--- src/common/tlp_pkg.sv ---
// Purpose: shared constants and types for the thermal load pwm control block
// Assumes: byte-wide management register access, page select held by the slave
// Notes:   temperatures are signed 16-bit values in 1/256 degree steps
package tlp_pkg;

    // ----------------------------------------------------------------
    // register addresses
    // ----------------------------------------------------------------
    localparam logic [7:0] ADDR_POWER_MODE = 8'h5D; // lower page, mode override byte
    localparam logic [7:0] ADDR_HEATER     = 8'h62; // lower page, heater power setting
    localparam logic [7:0] ADDR_CNT_LOW    = 8'h8D; // page 2, insertion count low byte
    localparam logic [7:0] ADDR_CNT_HIGH   = 8'h8E; // page 2, insertion count high byte
    localparam logic [7:0] ADDR_RESET_PIN  = 8'h91; // page 2, reset pin level
    localparam logic [7:0] ADDR_LOWPWR_PIN = 8'h92; // page 2, low power pin level
    localparam logic [7:0] ADDR_ATTN_PIN   = 8'h93; // page 2, attention pin level
    localparam logic [7:0] UPPER_BASE      = 8'h80; // first address of the upper pages
    localparam logic [7:0] PAGE_PIN_STATE  = 8'h02; // page holding counter and pin bytes

    // ----------------------------------------------------------------
    // field positions
    // ----------------------------------------------------------------
    localparam int OVERRIDE_BIT = 0;  // software owns the power mode
    localparam int POWER_SET_BIT = 1; // software low power request
    localparam int DUTY_MSB     = 5;  // duty field is bits 5..0
    localparam int SPOT1_BIT    = 6;  // first static heater spot
    localparam int SPOT2_BIT    = 7;  // second static heater spot
    localparam int DUTY_W       = 6;  // width of the duty field

    // ----------------------------------------------------------------
    // reset and read values
    // ----------------------------------------------------------------
    localparam logic [1:0] POWER_MODE_RST = 2'h0;  // override clear after reset
    localparam logic       ATTN_RST       = 1'b1;  // attention released after reset
    localparam logic [7:0] READ_HELD      = 8'hFF; // slave held in reset
    localparam logic [7:0] READ_PIN_HIGH  = 8'h01; // pin byte when the pin is high
    localparam logic [7:0] READ_UNMAPPED  = 8'h00; // anything not decoded

    // ----------------------------------------------------------------
    // thermal limits
    // ----------------------------------------------------------------
    localparam int CUTOFF_DEG   = 80;  // cut-off temperature in degrees
    localparam int HYST_DEG     = 5;   // drop needed before resuming
    localparam int STEPS_PER_DEG = 256; // sensor counts per degree
    localparam logic signed [15:0] TEMP_CUTOFF = 16'(CUTOFF_DEG * STEPS_PER_DEG);
    localparam logic signed [15:0] TEMP_RESUME = 16'((CUTOFF_DEG - HYST_DEG) * STEPS_PER_DEG);

    // ----------------------------------------------------------------
    // pwm period and init sequence
    // ----------------------------------------------------------------
    localparam int PWM_STEPS = 64; // slots per pwm period

    typedef enum logic [1:0] {
        TLP_INIT_WAIT,  // waiting for stored values
        TLP_INIT_COUNT, // counting this insertion
        TLP_RUN         // normal operation
    } tlp_init_t;

endpackage

--- src/tlp_top.sv ---
// Purpose: management-side heater control of a passive loopback module
// Assumes: the two-wire slave hands over byte reads and writes with page and address
// Notes:   nonvolatile storage sits outside; it presents stored values and takes store pulses
`timescale 1ns/100ps
`default_nettype none
module tlp_top
    import tlp_pkg::*;
(
    // clock, reset, enable
    input  wire logic        clock,
    input  wire logic        arst_n,
    input  wire logic        clock_en,
    // module control pins
    input  wire logic        module_reset_n,
    input  wire logic        low_power_request_pin,
    // attention pin, open drain
    input  wire logic        attention_out_n_i,
    output var  logic        attention_out_n_o,
    output var  logic        attention_out_n_oe,
    // byte register port from the management slave
    input  wire logic [7:0]  reg_page,
    input  wire logic [7:0]  reg_addr,
    input  wire logic        reg_wr,
    input  wire logic [7:0]  reg_wdata,
    input  wire logic        reg_rd,
    output var  logic [7:0]  reg_rdata,
    // temperature sensor
    input  wire logic [15:0] temperature,
    // nonvolatile store
    input  wire logic        nv_ready,
    input  wire logic [7:0]  nv_power_load,
    input  wire logic [15:0] nv_count_load,
    output var  logic        nv_power_store,
    output var  logic [7:0]  nv_power_data,
    output var  logic        nv_count_store,
    output var  logic [15:0] nv_count_data,
    // heater drives
    output var  logic        heater_pwm,
    output var  logic        heater_spot1,
    output var  logic        heater_spot2
);

    // ----------------------------------------------------------------
    // reset release
    // ----------------------------------------------------------------
    logic rst_meta; // first stage, read only by rst_sync
    logic rst_sync; // released reset for the rest of the design

    // two-stage release so every flop leaves reset on the same edge
    always_ff @(posedge clock or negedge arst_n)
    begin
        if (!arst_n)
        begin
            rst_meta <= 1'b0;
            rst_sync <= 1'b0;
        end
        else
        begin
            rst_meta <= 1'b1;
            rst_sync <= rst_meta;
        end
    end

    // ----------------------------------------------------------------
    // state
    // ----------------------------------------------------------------
    typedef struct packed {
        tlp_init_t   phase;       // init sequence position
        logic [7:0]  power_byte;  // stored heater power setting
        logic [1:0]  power_mode;  // override and set bits
        logic [15:0] count;       // insertion counter
        logic        attn_level;  // software-set attention level
        logic [7:0]  active;      // setting currently applied to heat
        logic [7:0]  rdata;       // read data register
        logic        power_store; // store pulse for power byte
        logic        count_store; // store pulse for counter
        logic        pwm_out;     // gated pwm drive
        logic        spot1;       // first static spot drive
        logic        spot2;       // second static spot drive
        logic        attn_oe;     // pull attention low
        logic        rst_pin_q;   // last reset pin sample
    } tlp_top_state_t;

    tlp_top_state_t state;      // current state
    tlp_top_state_t next_state; // next state

    // ----------------------------------------------------------------
    // helpers
    // ----------------------------------------------------------------
    logic pwm_raw;     // ungated pwm from the slot counter
    logic cut_active;  // over-temperature hold
    logic low_power;   // module in low power mode
    logic running;     // init done and slave out of reset
    logic page_pins;   // access targets page 2 upper bytes
    logic lower_space; // access targets the lower page
    logic reset_rise;  // reset pin just released

    // power mode select; default override clear follows the pin
    always_comb
    begin
        if (state.power_mode[OVERRIDE_BIT])
            low_power = state.power_mode[POWER_SET_BIT];
        else
            low_power = low_power_request_pin;
    end

    // address decode shared by reads and writes
    assign lower_space = (reg_addr < UPPER_BASE);
    assign page_pins   = (reg_addr >= UPPER_BASE) && (reg_page == PAGE_PIN_STATE);
    assign running     = (state.phase == TLP_RUN) && module_reset_n;
    assign reset_rise  = module_reset_n && !state.rst_pin_q;

    // ----------------------------------------------------------------
    // pwm and thermal cut-off
    // ----------------------------------------------------------------
    // duty comes from the applied setting, not the stored byte
    tlp_pwm u_pwm (
        .clock  (clock),
        .rst_n  (rst_sync),
        .enable (clock_en),
        .duty   (state.active[DUTY_MSB:0]),
        .pwm_on (pwm_raw)
    );

    // cut-off watches temperature whenever clock_en is high, even in low power
    tlp_cutoff u_cutoff (
        .clock       (clock),
        .rst_n       (rst_sync),
        .enable      (clock_en),
        .temperature (temperature),
        .cut_active  (cut_active)
    );

    // ----------------------------------------------------------------
    // next state
    // ----------------------------------------------------------------
    always_comb
    begin
        next_state             = state;
        next_state.power_store = 1'b0;
        next_state.count_store = 1'b0;
        next_state.rst_pin_q   = module_reset_n;

        // init sequence: load stored values, then count this insertion
        case (state.phase)
            TLP_INIT_WAIT:
            begin
                // wait for the store to present its contents
                if (nv_ready && module_reset_n)
                begin
                    next_state.power_byte = nv_power_load;
                    next_state.count      = nv_count_load;
                    next_state.phase      = TLP_INIT_COUNT;
                end
            end
            TLP_INIT_COUNT:
            begin
                // one count per pass through init
                next_state.count       = 16'(state.count + 1'b1);
                next_state.count_store = 1'b1;
                next_state.phase       = TLP_RUN;
            end
            TLP_RUN:
            begin
                // nothing to sequence in normal running
                next_state.phase = TLP_RUN;
            end
            default:
            begin
                // unreachable encoding falls back to init
                next_state.phase = TLP_INIT_WAIT;
            end
        endcase

        // module reset pin: slave held, user settings back to default
        if (!module_reset_n)
        begin
            next_state.phase      = TLP_INIT_WAIT;
            next_state.power_mode = POWER_MODE_RST;
            next_state.attn_level = ATTN_RST;
        end
        else if (reset_rise)
        begin
            // a release reruns init so the insertion is counted
            next_state.phase = TLP_INIT_WAIT;
        end

        // register writes, only when the slave is answering
        if (reg_wr && running)
        begin
            if (lower_space && (reg_addr == ADDR_HEATER))
            begin
                next_state.power_byte  = reg_wdata;
                next_state.power_store = 1'b1;
            end
            else if (lower_space && (reg_addr == ADDR_POWER_MODE))
            begin
                next_state.power_mode = reg_wdata[POWER_SET_BIT:OVERRIDE_BIT];
            end
            else if (page_pins && (reg_addr == ADDR_ATTN_PIN))
            begin
                next_state.attn_level = reg_wdata[0];
            end
        end

        // applied setting follows the stored byte only in high power;
        // in low power the last applied value is held, not the new one
        if (!low_power)
            next_state.active = state.power_byte;

        // heater drives; all heat stops in low power and during init
        next_state.pwm_out = pwm_raw && running && !low_power && !cut_active;
        next_state.spot1   = state.active[SPOT1_BIT] && running && !low_power;
        next_state.spot2   = state.active[SPOT2_BIT] && running && !low_power;

        // open drain: enable the driver to pull low
        next_state.attn_oe = !state.attn_level;

        // read data register, one cycle after the strobe
        if (reg_rd)
        begin
            if (!module_reset_n)
                next_state.rdata = READ_HELD;
            else if (lower_space && (reg_addr == ADDR_HEATER))
                next_state.rdata = state.power_byte;
            else if (lower_space && (reg_addr == ADDR_POWER_MODE))
                next_state.rdata = {6'h00, state.power_mode};
            else if (page_pins && (reg_addr == ADDR_CNT_LOW))
                next_state.rdata = state.count[7:0];
            else if (page_pins && (reg_addr == ADDR_CNT_HIGH))
                next_state.rdata = state.count[15:8];
            else if (page_pins && (reg_addr == ADDR_RESET_PIN))
                next_state.rdata = READ_PIN_HIGH;
            else if (page_pins && (reg_addr == ADDR_LOWPWR_PIN))
                next_state.rdata = {7'h00, low_power_request_pin};
            else if (page_pins && (reg_addr == ADDR_ATTN_PIN))
                next_state.rdata = {7'h00, attention_out_n_i};
            else
                next_state.rdata = READ_UNMAPPED;
        end
    end

    // ----------------------------------------------------------------
    // state register
    // ----------------------------------------------------------------
    // everything freezes while the clock enable is low
    always_ff @(posedge clock or negedge rst_sync)
    begin
        if (!rst_sync)
        begin
            state            <= '0;
            state.phase      <= TLP_INIT_WAIT;
            state.power_mode <= POWER_MODE_RST;
            state.attn_level <= ATTN_RST;
            state.rst_pin_q  <= 1'b1;
        end
        else if (clock_en)
        begin
            state <= next_state;
        end
    end

    // ----------------------------------------------------------------
    // outputs straight from the state register, except the attention data tied low
    // ----------------------------------------------------------------
    assign attention_out_n_o  = 1'b0;
    assign attention_out_n_oe = state.attn_oe;
    assign reg_rdata          = state.rdata;
    assign nv_power_store     = state.power_store;
    assign nv_power_data      = state.power_byte;
    assign nv_count_store     = state.count_store;
    assign nv_count_data      = state.count;
    assign heater_pwm         = state.pwm_out;
    assign heater_spot1       = state.spot1;
    assign heater_spot2       = state.spot2;

endmodule // tlp_top
`default_nettype wire

--- src/tlp_pwm.sv ---
// Purpose: free-running 64-slot pwm for the linear heater
// Assumes: duty changes are taken at any slot
// Notes:   output is registered; duty 0 never turns on
`timescale 1ns/100ps
`default_nettype none
module tlp_pwm
    import tlp_pkg::*;
(
    // clock and reset
    input  wire logic                      clock,
    input  wire logic                      rst_n,
    input  wire logic                      enable,
    // duty in, pwm out
    input  wire logic [tlp_pkg::DUTY_W-1:0] duty,
    output var  logic                      pwm_on
);

    typedef struct packed {
        logic [DUTY_W-1:0] slot; // position within the period
        logic              on;   // registered pwm level
    } tlp_pwm_state_t;

    tlp_pwm_state_t state;      // current state
    tlp_pwm_state_t next_state; // next state

    // slot counter wraps every 64 slots; on for duty of them
    always_comb
    begin
        next_state      = state;
        next_state.slot = DUTY_W'(state.slot + 1'b1);
        next_state.on   = (state.slot < duty);
    end

    // state register, frozen while enable is low
    always_ff @(posedge clock or negedge rst_n)
    begin
        if (!rst_n)
            state <= '0;
        else if (enable)
            state <= next_state;
    end

    assign pwm_on = state.on;

endmodule // tlp_pwm
`default_nettype wire

--- src/tlp_cutoff.sv ---
// Purpose: over-temperature cut-off with hysteresis
// Assumes: temperature is signed, 1/256 degree per count
// Notes:   trips at the limit, clears only 5 degrees below it
`timescale 1ns/100ps
`default_nettype none
module tlp_cutoff
    import tlp_pkg::*;
(
    // clock and reset
    input  wire logic        clock,
    input  wire logic        rst_n,
    input  wire logic        enable,
    // sensor and result
    input  wire logic [15:0] temperature,
    output var  logic        cut_active
);

    typedef struct packed {
        logic cut; // pwm held off for heat
    } tlp_cut_state_t;

    tlp_cut_state_t state;      // current state
    tlp_cut_state_t next_state; // next state

    // trip and release; the gap keeps the heater from chattering
    always_comb
    begin
        next_state = state;
        if (!state.cut && ($signed(temperature) >= TEMP_CUTOFF))
            next_state.cut = 1'b1;
        else if (state.cut && ($signed(temperature) <= TEMP_RESUME))
            next_state.cut = 1'b0;
    end

    // state register
    always_ff @(posedge clock or negedge rst_n)
    begin
        if (!rst_n)
            state <= '0;
        else if (enable)
            state <= next_state;
    end

    assign cut_active = state.cut;

endmodule // tlp_cutoff
`default_nettype wire

--- config.mk ---
export PLATFORM = sky130hd
export DESIGN_NAME = tlp_top
export DESIGN_NICKNAME = d
export VERILOG_FILES = /design/src/common/tlp_pkg.sv /design/src/tlp_top.sv /design/src/tlp_pwm.sv /design/src/tlp_cutoff.sv
export SDC_FILE = /design/constraint.sdc
export NUM_CORES = 1
export LEC_CHECK = 0
export BUFFER_PORTS_ARGS = -buffer_cell sky130_fd_sc_hd__clkbuf_2
export CAP_MARGIN = 20
export CORE_ASPECT_RATIO = 1.5
export CORE_MARGIN = 3
export CORE_UTILIZATION = 30
export CTS_BUF_LIST = sky130_fd_sc_hd__clkbuf_4
export DETAILED_ROUTE_END_ITERATION = 6
export PLACE_DENSITY = 0.51
export SYNTH_ARGS = -nofsm -noshare
export SYNTH_HDL_FRONTEND = slang
export SYNTH_SLANG_ARGS = --single-unit
--- constraint.sdc ---
create_clock -name clock -period 1.85 [get_ports clock]
set_input_delay 0.185 -clock clock [delete_from_list [all_inputs] [get_ports clock]]
set_output_delay 0.185 -clock clock [all_outputs]
set_load 0.05 [all_outputs]
**After elaboration in Yosys (flattened, before gate mapping)**

Index checks and enable logic that the tools add are counted.
Widths: inputs -> output; s select.

- Bits in registers: 62
- Bits of input ports: 73
- Output and inout bits: 39
- Logic and storage cells: 104

- Add/subtract/negate cells: 2
- $lt $le $gt $ge: 5
- Equal/unequal tests: 12
- Multiplexer cells: 31
- Bitwise logic cells: 1
- Reductions and logical operators: 34

Operators by type and width:

| cell | number |
|---|---|
| $mux 8 | 7 |
| $eq 8x8->1 const B | 5 |
| $pmux 16 s2 | 1 |
| $logic_and 1x1->1 | 21 |
| $mux 10 | 2 |
| $add 16x1->16 const B | 1 |
| $eq 8x7->1 const B | 2 |
| $ge 16x16->1 const B | 1 |
| $le 16x16->1 const B | 1 |
| $mux 16 | 1 |
| $mux 1 | 14 |
| $mux 2 | 5 |
| $eq 8x2->1 const B | 1 |
| $ge 8x8->1 const B | 1 |
| $lt 8x8->1 const B | 1 |
| $reduce_and 2->1 | 4 |
| $add 6x1->6 const B | 1 |
| $lt 6x6->1 | 1 |
| $logic_not 1->1 | 4 |
| $ne 4x4->1 const B | 1 |
| $pmux 2 s2 | 1 |
| $reduce_bool 2->1 | 2 |
| $reduce_and 3->1 | 1 |
| $eq 2x1->1 const B | 1 |
| other kinds (5) | 5 |

**Depth between registers and ports, before layout**

Gate-level depths: netlist of the first run.

- Depth in word-level cells: 11
- Mapped depth: 8
- Depth with buffers taken out: 6

**By module**

Synthesis of the first run repeated with hierarchy kept, for this count alone.

- Cells, all modules: 396
- Area total of the unflattened synthesis: 3,875.0 um^2

By module, submodules not included:

| module | times used | cells each | area an instance (um^2) | seq. area each (um^2) |
|---|---|---|---|---|
| tlp_top | 1 | 345 | 3,348.2 | 1,353.8 |
| tlp_pwm | 1 | 40 | 434.2 | 175.2 |
| tlp_cutoff | 1 | 11 | 92.6 | 25.0 |

**Least setup slack after synthesis of the first run**

OpenSTA, ideal clock, no wires.

- Path kind: reg-to-reg
- Start point: reg state[51] (netlist name)
- End point: reg state (netlist bit nv_count_data[11])
- Data arrival time: 1.707 ns
- Path slack: 0.006 ns
- Cell stages (with the launch flop): 8
- Buffers on the path: 2
- Period minus slack after synthesis: 1.844 ns
- Cells stage by stage: dfrtp_1 > inv_1 > ha_1 > and3_1 > clkbuf_1 > o21a_1 > clkbuf_1 > a21oi_1

- Longest elaborated chain between the ends: 3

Ends and longest elaborated chain:

| item | RTL line | source |
|---|---|---|
| start, declared | tlp_top.sv:84 | `tlp_top_state_t state;` |
| start signal, assigned | tlp_top.sv:259 | `state <= next_state;` |
| $eq 2x1->1 or $logic_not 2->1 (tied branches) | tlp_top.sv:145 | `case (state.phase)` |
| $reduce_bool 2->1 (no line) or $ne 2x2->1 (tied branches) | - |  |
| $reduce_and 3->1 (no line) | - |  |

Several ways; a longest one is shown, not always the timed one.
A chain may end at the register's enable or synchronous reset.

**Worst setup path after layout of the first run**

- Start point: reg state[51] (netlist name)
- End point: reg state (netlist bit nv_count_data[15])

The elaborated chain is that of the path after synthesis.

==> results of run 1 <==
[layer usage]
metal / global-route usage / wire (um)
met5: 0 / 0
met4: 0.06213 / 198
met3: 0.03335 / 507
met2: 0.3104 / 5971
met1: 0.1794 / 4306
[synth_stat cells, types with 10 or more instances]
| master | instances | share of area |
|---|---|---|
| a21oi_1 | 25 | 0.034 |
| ha_1 | 10 | 0.034 |
| nor2_1 | 15 | 0.015 |
| mux2i_1 | 12 | 0.032 |
| a31oi_1 | 10 | 0.017 |
| o21ai_0 | 16 | 0.022 |
| mux2_2 | 11 | 0.033 |
| nand3_1 | 32 | 0.043 |
| buf_4 | 33 | 0.067 |
| inv_1 | 17 | 0.017 |
| nand2_1 | 23 | 0.023 |
| clkbuf_1 | 19 | 0.019 |
| dfrtp_1 | 60 | 0.40 |
[critical path: stages (launching register included)]
cell and delay (ns):
dfrtp_1 0.40, inv_1 0.09, ha_1 0.24, and3_2 0.26
buf_4 0.17, o211ai_1 0.18, mux2i_1 0.11, a211oi_1 0.21
[registers in the layout, indices dropped and copies added (netlist names), 6 cells and up]
name	flops
nv_power_data	8
nv_count_data	16
reg_rdata	8
state	14
u_pwm.state	6
[power groups by stage]
stage / combinational, W / sequential, W / clock, W
floorplan: 0.00188 / 0.00207 / 0
global placement: 0.00224 / 0.00215 / 0
detailed placement: 0.00227 / 0.00215 / 0
CTS: 0.00228 / 0.00213 / 0.000855
global route: 0.00247 / 0.00220 / 0.000914
finish: 0.00226 / 0.00212 / 0.000808
[cells by family after synthesis]
group                      share of synthesized area
and+or+nand+nor                               0.1853
AOI/OAI and AO/OA                             0.1796
buffers and inverters                         0.1043
DFF                                           0.4178
muxes                                        0.06559
adders and majority gates                    0.03364
xor gates and xnor gates                     0.01177
other                                       0.002019
[final cells by class]
class | count | area (um^2)
Fill cell | 1258 | 7538
Multi-Input combinational cell | 265 | 1793
Clock buffer | 11 | 82.58
Timing Repair Buffer | 142 | 827.0
Tap cell | 153 | 191.4
Sequential cell | 62 | 1555
Clock inverter | 5 | 26.28
Inverter | 17 | 63.81
[through the flow]
step / utilization / hold slack [ns] / setup slack (ns) / power [W] / cell area [um^2]
2_1_floorplan: - / -0.1106 / 0.005812 / 0.003943 / 3721
3_3_place_gp: 0.3628 / -0.02889 / 0.08074 / 0.004391 / 4382
3_5_place_dp: 0.3628 / -0.02738 / 0.04659 / 0.004421 / 4382
4_1_cts: 0.3743 / 0.004487 / 0.03714 / 0.005261 / 4521
5_1_grt: 0.3758 / 0.01117 / -0.01837 / 0.005579 / 4539
6_report: 0.3758 / 0.03058 / 0.07798 / 0.005192 / 4539
[timing repair]
item | in CTS | in global routing
gates resized for setup | 0 | 6
hold buffers | 3 | 0
endpoints found under the hold margin | 3 | 0
endpoints found under the setup margin | 0 | 15
[path summary, 6_finish.rpt]
path                                          end  slack, ns  cells after the start
worst max-delay path            nv_count_data[15]       0.08                      7
worst min-delay path                    state[40]       0.03                      2
worst max register to register  nv_count_data[15]       0.08                      7
worst min register to register     nv_count_store       0.23                      0
max in group asynchronous               state[23]       0.98                      1
min in group asynchronous                rst_sync       0.05                      2
[placed cells by master (no fill, tap or decap), types with 4 or more instances in the layout]
master,synthesis,routed
ha_1,10,10
clkbuf_2,0,110
nand4_1,8,8
o2bb2ai_1,8,8
clkbuf_4,0,11
and3_1,6,5
buf_4,33,26
mux2i_1,12,12
dfrtp_1,60,59
inv_1,17,17
and2_1,9,9
mux2_2,11,11
a21oi_1,25,25
nand3_1,32,32
o22ai_1,7,7
nand2_1,23,23
nor2_1,15,15
nor3_1,4,4
a31oi_1,10,10
a2bb2oi_1,6,6
o21ai_0,16,16
==> metrics.md, run 1 <==
| Metric | Value |
|---|---|
| Clock Sinks | between 60 and 70 |
| Final setup fails | 0 |
| Skew final | 0.01437 ns |
| Yosys cell types | 57 |
| Final ANT Viol Nets | 0 |
| Port Buffers | 110 |
| Row count | between 40 and 50 |
| Leak | ~2.1 nW |
| Placed insts | between 600 and 700 |
| Final HPWL DP | 8670 um |
| Post-synthesis cell count | 397 |
| Routed Wire Length | 10,980 um |
| Final setup TNS | 0 ns |
| Period minus WS final | 1.772 ns |
| Congestion Overflow GR | 0 |
| Hold Crit Start | reg_wdata[0] |
| Vias/cell | 5.139 |
| Maximum vdd ir drop | 0.6384 mV |
| Core area | 12,080 um^2 |
| Max Clock Freq | approximately 560 MHz |
| Final Hold Fails | 0 |
| Seq cells post-synth | 62 |
| Net Sw Frac | 0.4634 |
| Post-CTS Setup Bufs | 0 |
| Seq/Total Area, Yosys | 0.4178 |
| Synthesized area per cell | roughly 9.4 um^2 |
| CTS H-tree depth | 3 |
| CP required | approximately 2.2 ns |
| Drt wl/cell | around 17 um |
| Sequential group share of total power | 0.409 |
| Reg2reg start | state[51] |
| Number of synthesized flops with an enable pin | 0 |
| Power Density | roughly 1100 nW/um^2 |
| Pre-antenna DRT Iters | 4 |
| Hold WC Path Type | input port to register |
| Fin. max-slew vios | 0 |
| Period utilization | 0.9578 |
| Crit path DAT | approximately 2.1 ns |
| Chip height | about 140 um |
| Clock Power Share | 0.156 |
| Status | complete, no violations |
| CP Capture Type | register |
| Root Buffer Master | clkbuf_4 |
| Crit path kind | register to register |
| Total CTS buffers | 9 |
| Mapped Area | roughly 3700 um^2 |
| Area Growth Syn to Fin | 22.03% |
| Crit-path max FO | 7 |
| Clk_lat worst skew | 0.42 ns |
| Finished Layout Cells | approximately 660 |
| # IOs | around 110 |
| P_int | around 0.0028 W |
| Share of cells above drive strength 1 | 0.3546 |
| Overall routing resource usage | 0.1642 |
| Die X | ~97 um |
| Layout Nets | 580 |
| Post-synth net total | 480 |
| CTS Buffer Depth | 2 |
| Antenna cells | 0 |
| Drc violations | 0 |
| CP startpoint kind | register |
| Via count | approximately 3,400 |
| Pin count of the biggest net entering global routing | 44 |
| CTS tree | built |
| Max_cap viols | 0 |
| Gate power share | 0.436 |
| RSZ-0062 raised after global routing | yes |
| Placer congestion estimate | 0.8301 |
| DR iter-0 viols | between 100 and 150 |
| Async set or reset register ratio after synthesis | 1.000 |
| Die ar. | 13,800 um^2 |
| Global-route wire length before repair | 18,060 um |
| Initial antenna violation count | 0 |
| YS warnings | 0 |
| Clock-pin slew on the worst setup and hold paths | between 0.1 and 0.15 ns |
| Crit path from | state[51] |
| Sw power | 0.002406 W |
| Vias in the first global route | ~3,600 |
| Commonest register cell after synthesis | dfrtp_1 |
| Initial Utilization | 0.3080 |
Power figures use the tool's default switching activity.
==> run 2: changes to the inputs <==
--- a/config.mk
+++ b/config.mk
@@ -9,10 +9,10 @@
 export CAP_MARGIN = 20
 export CORE_ASPECT_RATIO = 1.5
 export CORE_MARGIN = 3
-export CORE_UTILIZATION = 30
+export CORE_UTILIZATION = 25
 export CTS_BUF_LIST = sky130_fd_sc_hd__clkbuf_4
 export DETAILED_ROUTE_END_ITERATION = 6
-export PLACE_DENSITY = 0.51
+export PLACE_DENSITY = 0.44
 export SYNTH_ARGS = -nofsm -noshare
 export SYNTH_HDL_FRONTEND = slang
 export SYNTH_SLANG_ARGS = --single-unit
==> metrics.md, run 2 (same netlist as run 1, synthesis figures left out) <==
| Metric | Value |
|---|---|
| Final setup TNS | 0 ns (unchanged) |
| Share of cells above drive strength 1 | 0.3527 (-0.001876) |
| Drt wl/cell | 16.85 um (+0.49%) |
| Final ANT Viol Nets | 0 (unchanged) |
| Row count | 54 (+10%) |
| Max Clock Freq | 567.0 MHz (+0.48%) |
| Clk_lat worst skew | 0.41 ns (about the same) |
| Filler cells | 1,595 (+27%) |
| Commonest non-fill, non-tap cell in the layout | clkbuf_2 |
| Hold WC Path Type | input port to register |
| Dpl ws | 0.04484 ns (-0.001755 ns) |
| # IOs | 112 (unchanged) |
| Slowest-stage cell, CP | or4_1 |
| Crit-path max FO | 42 (+35) |
| Chip height | 155.4 um (+9.1%) |
| Area Growth Syn to Fin | 23.98% |
| Worst path cell trace | inv_1 > ha_1 > buf_12 > nand3_1 > or4_1 > nand3_1 |
| Via count | 3,380 (+0.42%) |
| Gate power share | 0.414 (-0.022) |
| CTS H-tree depth | 3 (unchanged) |
| Period minus WS final | 1.764 ns (-0.008468 ns) |
| Global-route wire length before repair | 18,530 um (+2.6%) |
| Leak | 2.102 nW (about the same) |
| Maximum vdd ir drop | 0.8231 mV (+29%) |
| Port Buffers | 110 (unchanged) |
| Initial Utilization | 0.2549 (-0.05310) |
| Commonest cells after routing, fill and taps aside | clkbuf_2, dfrtp_1, nand3_1 |
| Pre-antenna DRT Iters | 4 (unchanged) |
| CTS Buffer Depth | 2 (unchanged) |
| RSZ-0062 raised after global routing | no |
| Final setup fails | 0 (unchanged) |
| Vias/cell | 4.863 (-5.4%) |
| Skew final | 0.01799 ns (+0.003627 ns) |
| Die X | 105.6 um (+9.0%) |
| Power Density | 1188 nW/um^2 (+3.9%) |
| Antenna cells | 0 (unchanged) |
| Fin util | 0.3160 (-0.05983) |
| Final Hold Fails | 0 (unchanged) |
| Placer congestion estimate | 0.8216 (-1.0%) |
| CP startpoint kind | register |
| Routed Wire Length | 11,710 um (+6.6%) |
| Initial antenna violation count | 0 (unchanged) |
| Net Sw Frac | 0.4493 (-0.01410) |
| CP Capture Type | register |
| Sequential group share of total power | 0.389 (-0.020) |
| Drc violations | 0 (unchanged) |
| Core area | 14,590 um^2 (+21%) |
| Cell repeated most along the worst path | nand3_1 |
| Layout Nets | 577 (-0.52%) |
| Post-CTS Setup Bufs | 0 (unchanged) |
| Die ar. | 16,410 um^2 (+19%) |
| Final HPWL DP | 9230 um (+6.5%) |
| Max reg flops | 16 (unchanged) |
| Area occupied by multi-input gates | 1792 um^2 (about the same) |
| Total CTS buffers | 9 (unchanged) |
| Status | complete, no violations |
| R2r setup slk | 0.09 ns (about the same) |
| Clock Sinks | 62 (unchanged) |
| CP peak stage delay | 0.43 ns (+0.03 ns) |
| Fin. max-slew vios | 0 (unchanged) |
| Vias in the first global route | 3,515 (-1.8%) |
| Clock-pin slew on the worst setup and hold paths | 0.11 ns (about the same) |
| Crit path DAT | 2.12 ns (+0.02 ns) |
| Congestion Overflow GR | 0 (unchanged) |
| Root Buffer Master | clkbuf_4 |
| CP required | 2.20 ns (+0.02 ns) |
| Worst Slack Setup Final | 0.08645 ns (+0.008468 ns) |
| Clock Power Share | 0.197 (+0.041) |
| Crit path kind | register to register |
| Register Area | 1556 um^2 (about the same) |
| Overall routing resource usage | 0.1444 (-0.01981) |
| DR iter-0 viols | 112 (-14%) |
| Sw power | 0.002462 W (+2.3%) |
| CTS tree | built |
| P_int | 0.003018 W (+8.3%) |
| Period utilization | 0.9533 (-0.004577) |
| Pin count of the biggest net entering global routing | 47 (+6.8%) |
| Max_cap viols | 0 (unchanged) |
-- run 2: changes by cell type in the layout (fill, tap and decap cells not counted), sizes merged --
cell / delta
buf: -2
bufinv: +2
clkbuf: -2
clkinv: -1
clkinvlp: +1
dlygate4sd3: -1
-- run 2: critical path, delay by kind of cell (launching register included) --
family | cells | cell delay [ns]
AND/OR/NAND/NOR | 3 | 0.71
flip-flops | 1 | 0.42
buffers and inverters | 2 | 0.33
adder cells (fa/ha/maj) | 1 | 0.23
-- run 2: what timing repair did --
action	4_1_cts	5_1_grt
hold endpoints to repair	3	0
resized for setup	1	4
pin swaps	0	0
hold buffers	2	0
endpoints found under the setup margin	1	11
-- run 2: power by group through the flow --
stage	Clock, W	Combinational, W	Sequential, W
global placement	0	0.00225	0.00215
floorplan	0	0.00188	0.00207
global route	0.00119	0.00245	0.00220
detailed placement	0	0.00228	0.00216
CTS	0.00113	0.00229	0.00213
finish	0.00108	0.00227	0.00213
-- run 2: through the flow --
step	instances	power [W]	hold slack, ns	instance area, um^2
after floorplan	397	0.003943	-0.1106	3721
after global placement	677	0.004401	-0.02729	4420
after detailed placement	677	0.004439	-0.02776	4420
after CTS	695	0.005549	0.002089	4598
after global routing	695	0.005841	0.01076	4612
final	695	0.005480	0.03911	4612
-- run 2: path summary, 6_finish.rpt --
kind                                      start                  end  cells after the start
worst min-delay path            temperature[13]  u_cutoff.cut_active                      3
worst max-delay path                  state[51]    nv_count_data[13]                      6
worst max register to register        state[51]    nv_count_data[13]                      6
worst min register to register         rst_sync         u_pwm.pwm_on                      0
max in group asynchronous              rst_sync            state[23]                      1
min in group asynchronous                arst_n             rst_sync                      2
-- run 2: final cells by class --
type | count | share of cell area
clock buffer | 9 | 0.01465
inverter | 17 | 0.01384
tap | 196 | 0.05317
sequential | 62 | 0.3375
timing repair buffer | 139 | 0.1731
multi-input combinational | 265 | 0.3885
clock inverter | 7 | 0.01926
-- run 2: layer usage --
| metal | up-vias | track usage | wire (um) |
|---|---|---|---|
| met3 | 15 | 0.02532 | 478 |
| met4 | 0 | 0.05988 | 213 |
| met5 | - | 0 | 0 |
| met1 | 1647 | 0.1575 | 4586 |
| met2 | 89 | 0.2719 | 6433 |
| li1 | 1629 | - | - |
==> run 3: changes to the inputs <==
--- a/config.mk
+++ b/config.mk
@@ -12,7 +12,10 @@
 export CORE_UTILIZATION = 25
 export CTS_BUF_LIST = sky130_fd_sc_hd__clkbuf_4
 export DETAILED_ROUTE_END_ITERATION = 6
+export GPL_TIMING_DRIVEN = 0
 export PLACE_DENSITY = 0.44
+export SKIP_CTS_REPAIR_TIMING = 1
+export SKIP_LAST_GASP = 1
 export SYNTH_ARGS = -nofsm -noshare
 export SYNTH_HDL_FRONTEND = slang
 export SYNTH_SLANG_ARGS = --single-unit
==> metrics.md, run 3 (same netlist as run 1, synthesis figures left out) <==
| Metric | Value |
|---|---|
| Worst-Margin Slew | roughly 0.82 ns |
| Via count | 3,437 (+1.7%) |
| Placed Area | 4514 um^2 (+2.1%) |
| Pin count of the biggest net entering global routing | 61 (+30%) |
| Design Area, Final | 4728 um^2 (+2.5%) |
| Placed insts | 702 (+3.7%) |
| Placer congestion estimate | 0.7944 (-3.3%) |
| Commonest cells after routing, fill and taps aside | clkbuf_2, dfrtp_1, buf_4 |
| Skew final | 0.02056 ns (+0.002564 ns) |
| Row count | 54 (unchanged) |
| Hold WC Path Type | input port to register |
| Power Density | 1144 nW/um^2 (-3.8%) |
| Total CTS buffers | 9 (unchanged) |
| Area Growth Syn to Fin | 27.11% |
| DR iter-0 viols | 93 (-17%) |
| Routed Wire Length | 11,940 um (+1.9%) |
| Pre-antenna DRT Iters | 4 (unchanged) |
| Leak | 2.154 nW (+2.5%) |
| Met2 Use GR | 0.2807 (+0.008820) |
| Most Crowded Layer GR | met2 |
| Period minus WS final | 1.792 ns (+0.02861 ns) |
| Dpl ws | -0.8075 ns (-0.8523 ns) |
| Maximum vdd ir drop | 0.6799 mV (-17%) |
| Max Clock Freq | 558.0 MHz (-1.6%) |
| Clock Sinks | 62 (unchanged) |
| Drc violations | 0 (unchanged) |
| Vias in the first global route | 3,614 (+2.8%) |
| Period utilization | 0.9687 (+0.01547) |
| Final Hold Fails | 0 (unchanged) |
| CTS Buffer Depth | 2 (unchanged) |
| Drt wl/cell | 16.65 um (-1.2%) |
| CP Capture Type | register |
| Initial antenna violation count | 0 (unchanged) |
| Overall routing resource usage | 0.1497 (+0.005318) |
| Max_cap viols | 0 (unchanged) |
| Port Buffers | 109 (-0.91%) |
| Crit path DAT | 2.11 ns (about the same) |
| Worst path cell trace | inv_2 > ha_1 > and3_1 > nand3_1 > buf_4 > a21o_4 > a22o_1 |
| Die ar. | 16,410 um^2 (unchanged) |
| Crit-path max FO | 10 (-76%) |
| Final ANT Viol Nets | 0 (unchanged) |
| Met3 usage | 0.02532 (unchanged) |
| Root Buffer Master | clkbuf_4 |
| Final Power | 0.005408 W (-1.3%) |
| Die X | 105.6 um (unchanged) |
| Final HPWL DP | 9394 um (+1.8%) |
| Fin. max-slew vios | 0 (unchanged) |
| Clk_lat worst skew | 0.42 ns (about the same) |
| Grt met1 use | 0.1679 (+0.01041) |
| Vias/cell | 4.794 (-1.4%) |
| Congestion Overflow GR | 0 (unchanged) |
| Finished Layout Cells | 717 (+3.2%) |
| Final setup TNS | 0 ns (unchanged) |
| Filler cells | 1,640 (+2.8%) |
| Antenna cells | 0 (unchanged) |
| Chip height | 155.4 um (unchanged) |
| Commonest non-fill, non-tap cell in the layout | clkbuf_2 |
| Relative slew slack | 0.4557 |
| Global-route wire length before repair | 19,180 um (+3.5%) |
| Clock-pin slew on the worst setup and hold paths | 0.11 ns (about the same) |
| Layout Nets | 600 (+4.0%) |
| # IOs | 112 (unchanged) |
| Share of cells above drive strength 1 | 0.3743 (+0.02157) |
| CP peak stage delay | 0.42 ns (about the same) |
| Worst Slack Setup Final | 0.05784 ns (-0.02861 ns) |
| Core area | 14,590 um^2 (unchanged) |
| Max reg flops | 16 (unchanged) |
| CP required | 2.17 ns (-0.03 ns) |
| CTS tree | built |
| Initial Utilization | 0.2549 (unchanged) |
| Slowest-stage cell, CP | dfrtp_1 |
| Final setup fails | 0 (unchanged) |
| Crit path kind | register to register |
| CP startpoint kind | register |
| Status | complete, no violations |
| CTS H-tree depth | 3 (unchanged) |
==> run 3: path summary, 6_finish.rpt <==
| kind | start | cells past startpoint | slack [ns] | end |
|---|---|---|---|---|
| setup / recovery | state[50] | 7 | 0.06 | nv_power_data[0] |
| setup reg to reg | state[50] | 7 | 0.06 | nv_power_data[0] |
| min in group asynchronous | arst_n | 2 | 0.05 | rst_sync |
| hold reg to reg | rst_meta | 0 | 0.37 | rst_sync |
| max in group asynchronous | rst_sync | 0 | 0.84 | nv_count_data[0] |
| hold / removal | temperature[13] | 3 | 0.02 | u_cutoff.cut_active |
==> run 3: per-layer routing <==
layer | vias to the layer above | share of wire
met5 | - | 0
met4 | 0 | 0.014
met3 | 11 | 0.041
met2 | 94 | 0.56
met1 | 1662 | 0.39
li1 | 1670 | -
==> run 3: area by class of cell <==
type / instances / area [um^2] / share of cell area
Clock buffer: 10 / 75.07 / 0.01588
Buffer: 49 / 331.6 / 0.07012
Sequential cell: 62 / 1560 / 0.3300
Inverter: 17 / 63.81 / 0.01350
Multi-Input combinational cell: 265 / 1844 / 0.3901
Timing Repair Buffer: 113 / 580.6 / 0.1228
Tap cell: 196 / 245.2 / 0.05187
Clock inverter: 5 / 27.53 / 0.005822
==> run 3: critical path, delay by kind of cell, from the launching register on <==
kind                       cells  cell delay [ns]
AOI/OAI and AO/OA              2             0.49
adders and majority gates      1             0.19
buffers and inverters          2             0.31
DFF                            1             0.42
and+or+nand+nor                2             0.26
==> run 3: stage by stage <==
step	hold slack (ns)	utilization
6_report	0.02280	0.3240
5_1_grt	0.02165	0.3240
4_1_cts	-0.5086	0.3164
3_5_place_dp	-0.02672	0.3093
3_3_place_gp	-0.02893	0.3092
2_1_floorplan	-0.1106	-
==> run 3: power by group <==
part	internal [W]	switching [W]	total, W
sequential	0.00171	0.000530	0.00224
clock	0.000275	0.000525	0.000800
combinational	0.000930	0.00143	0.00236
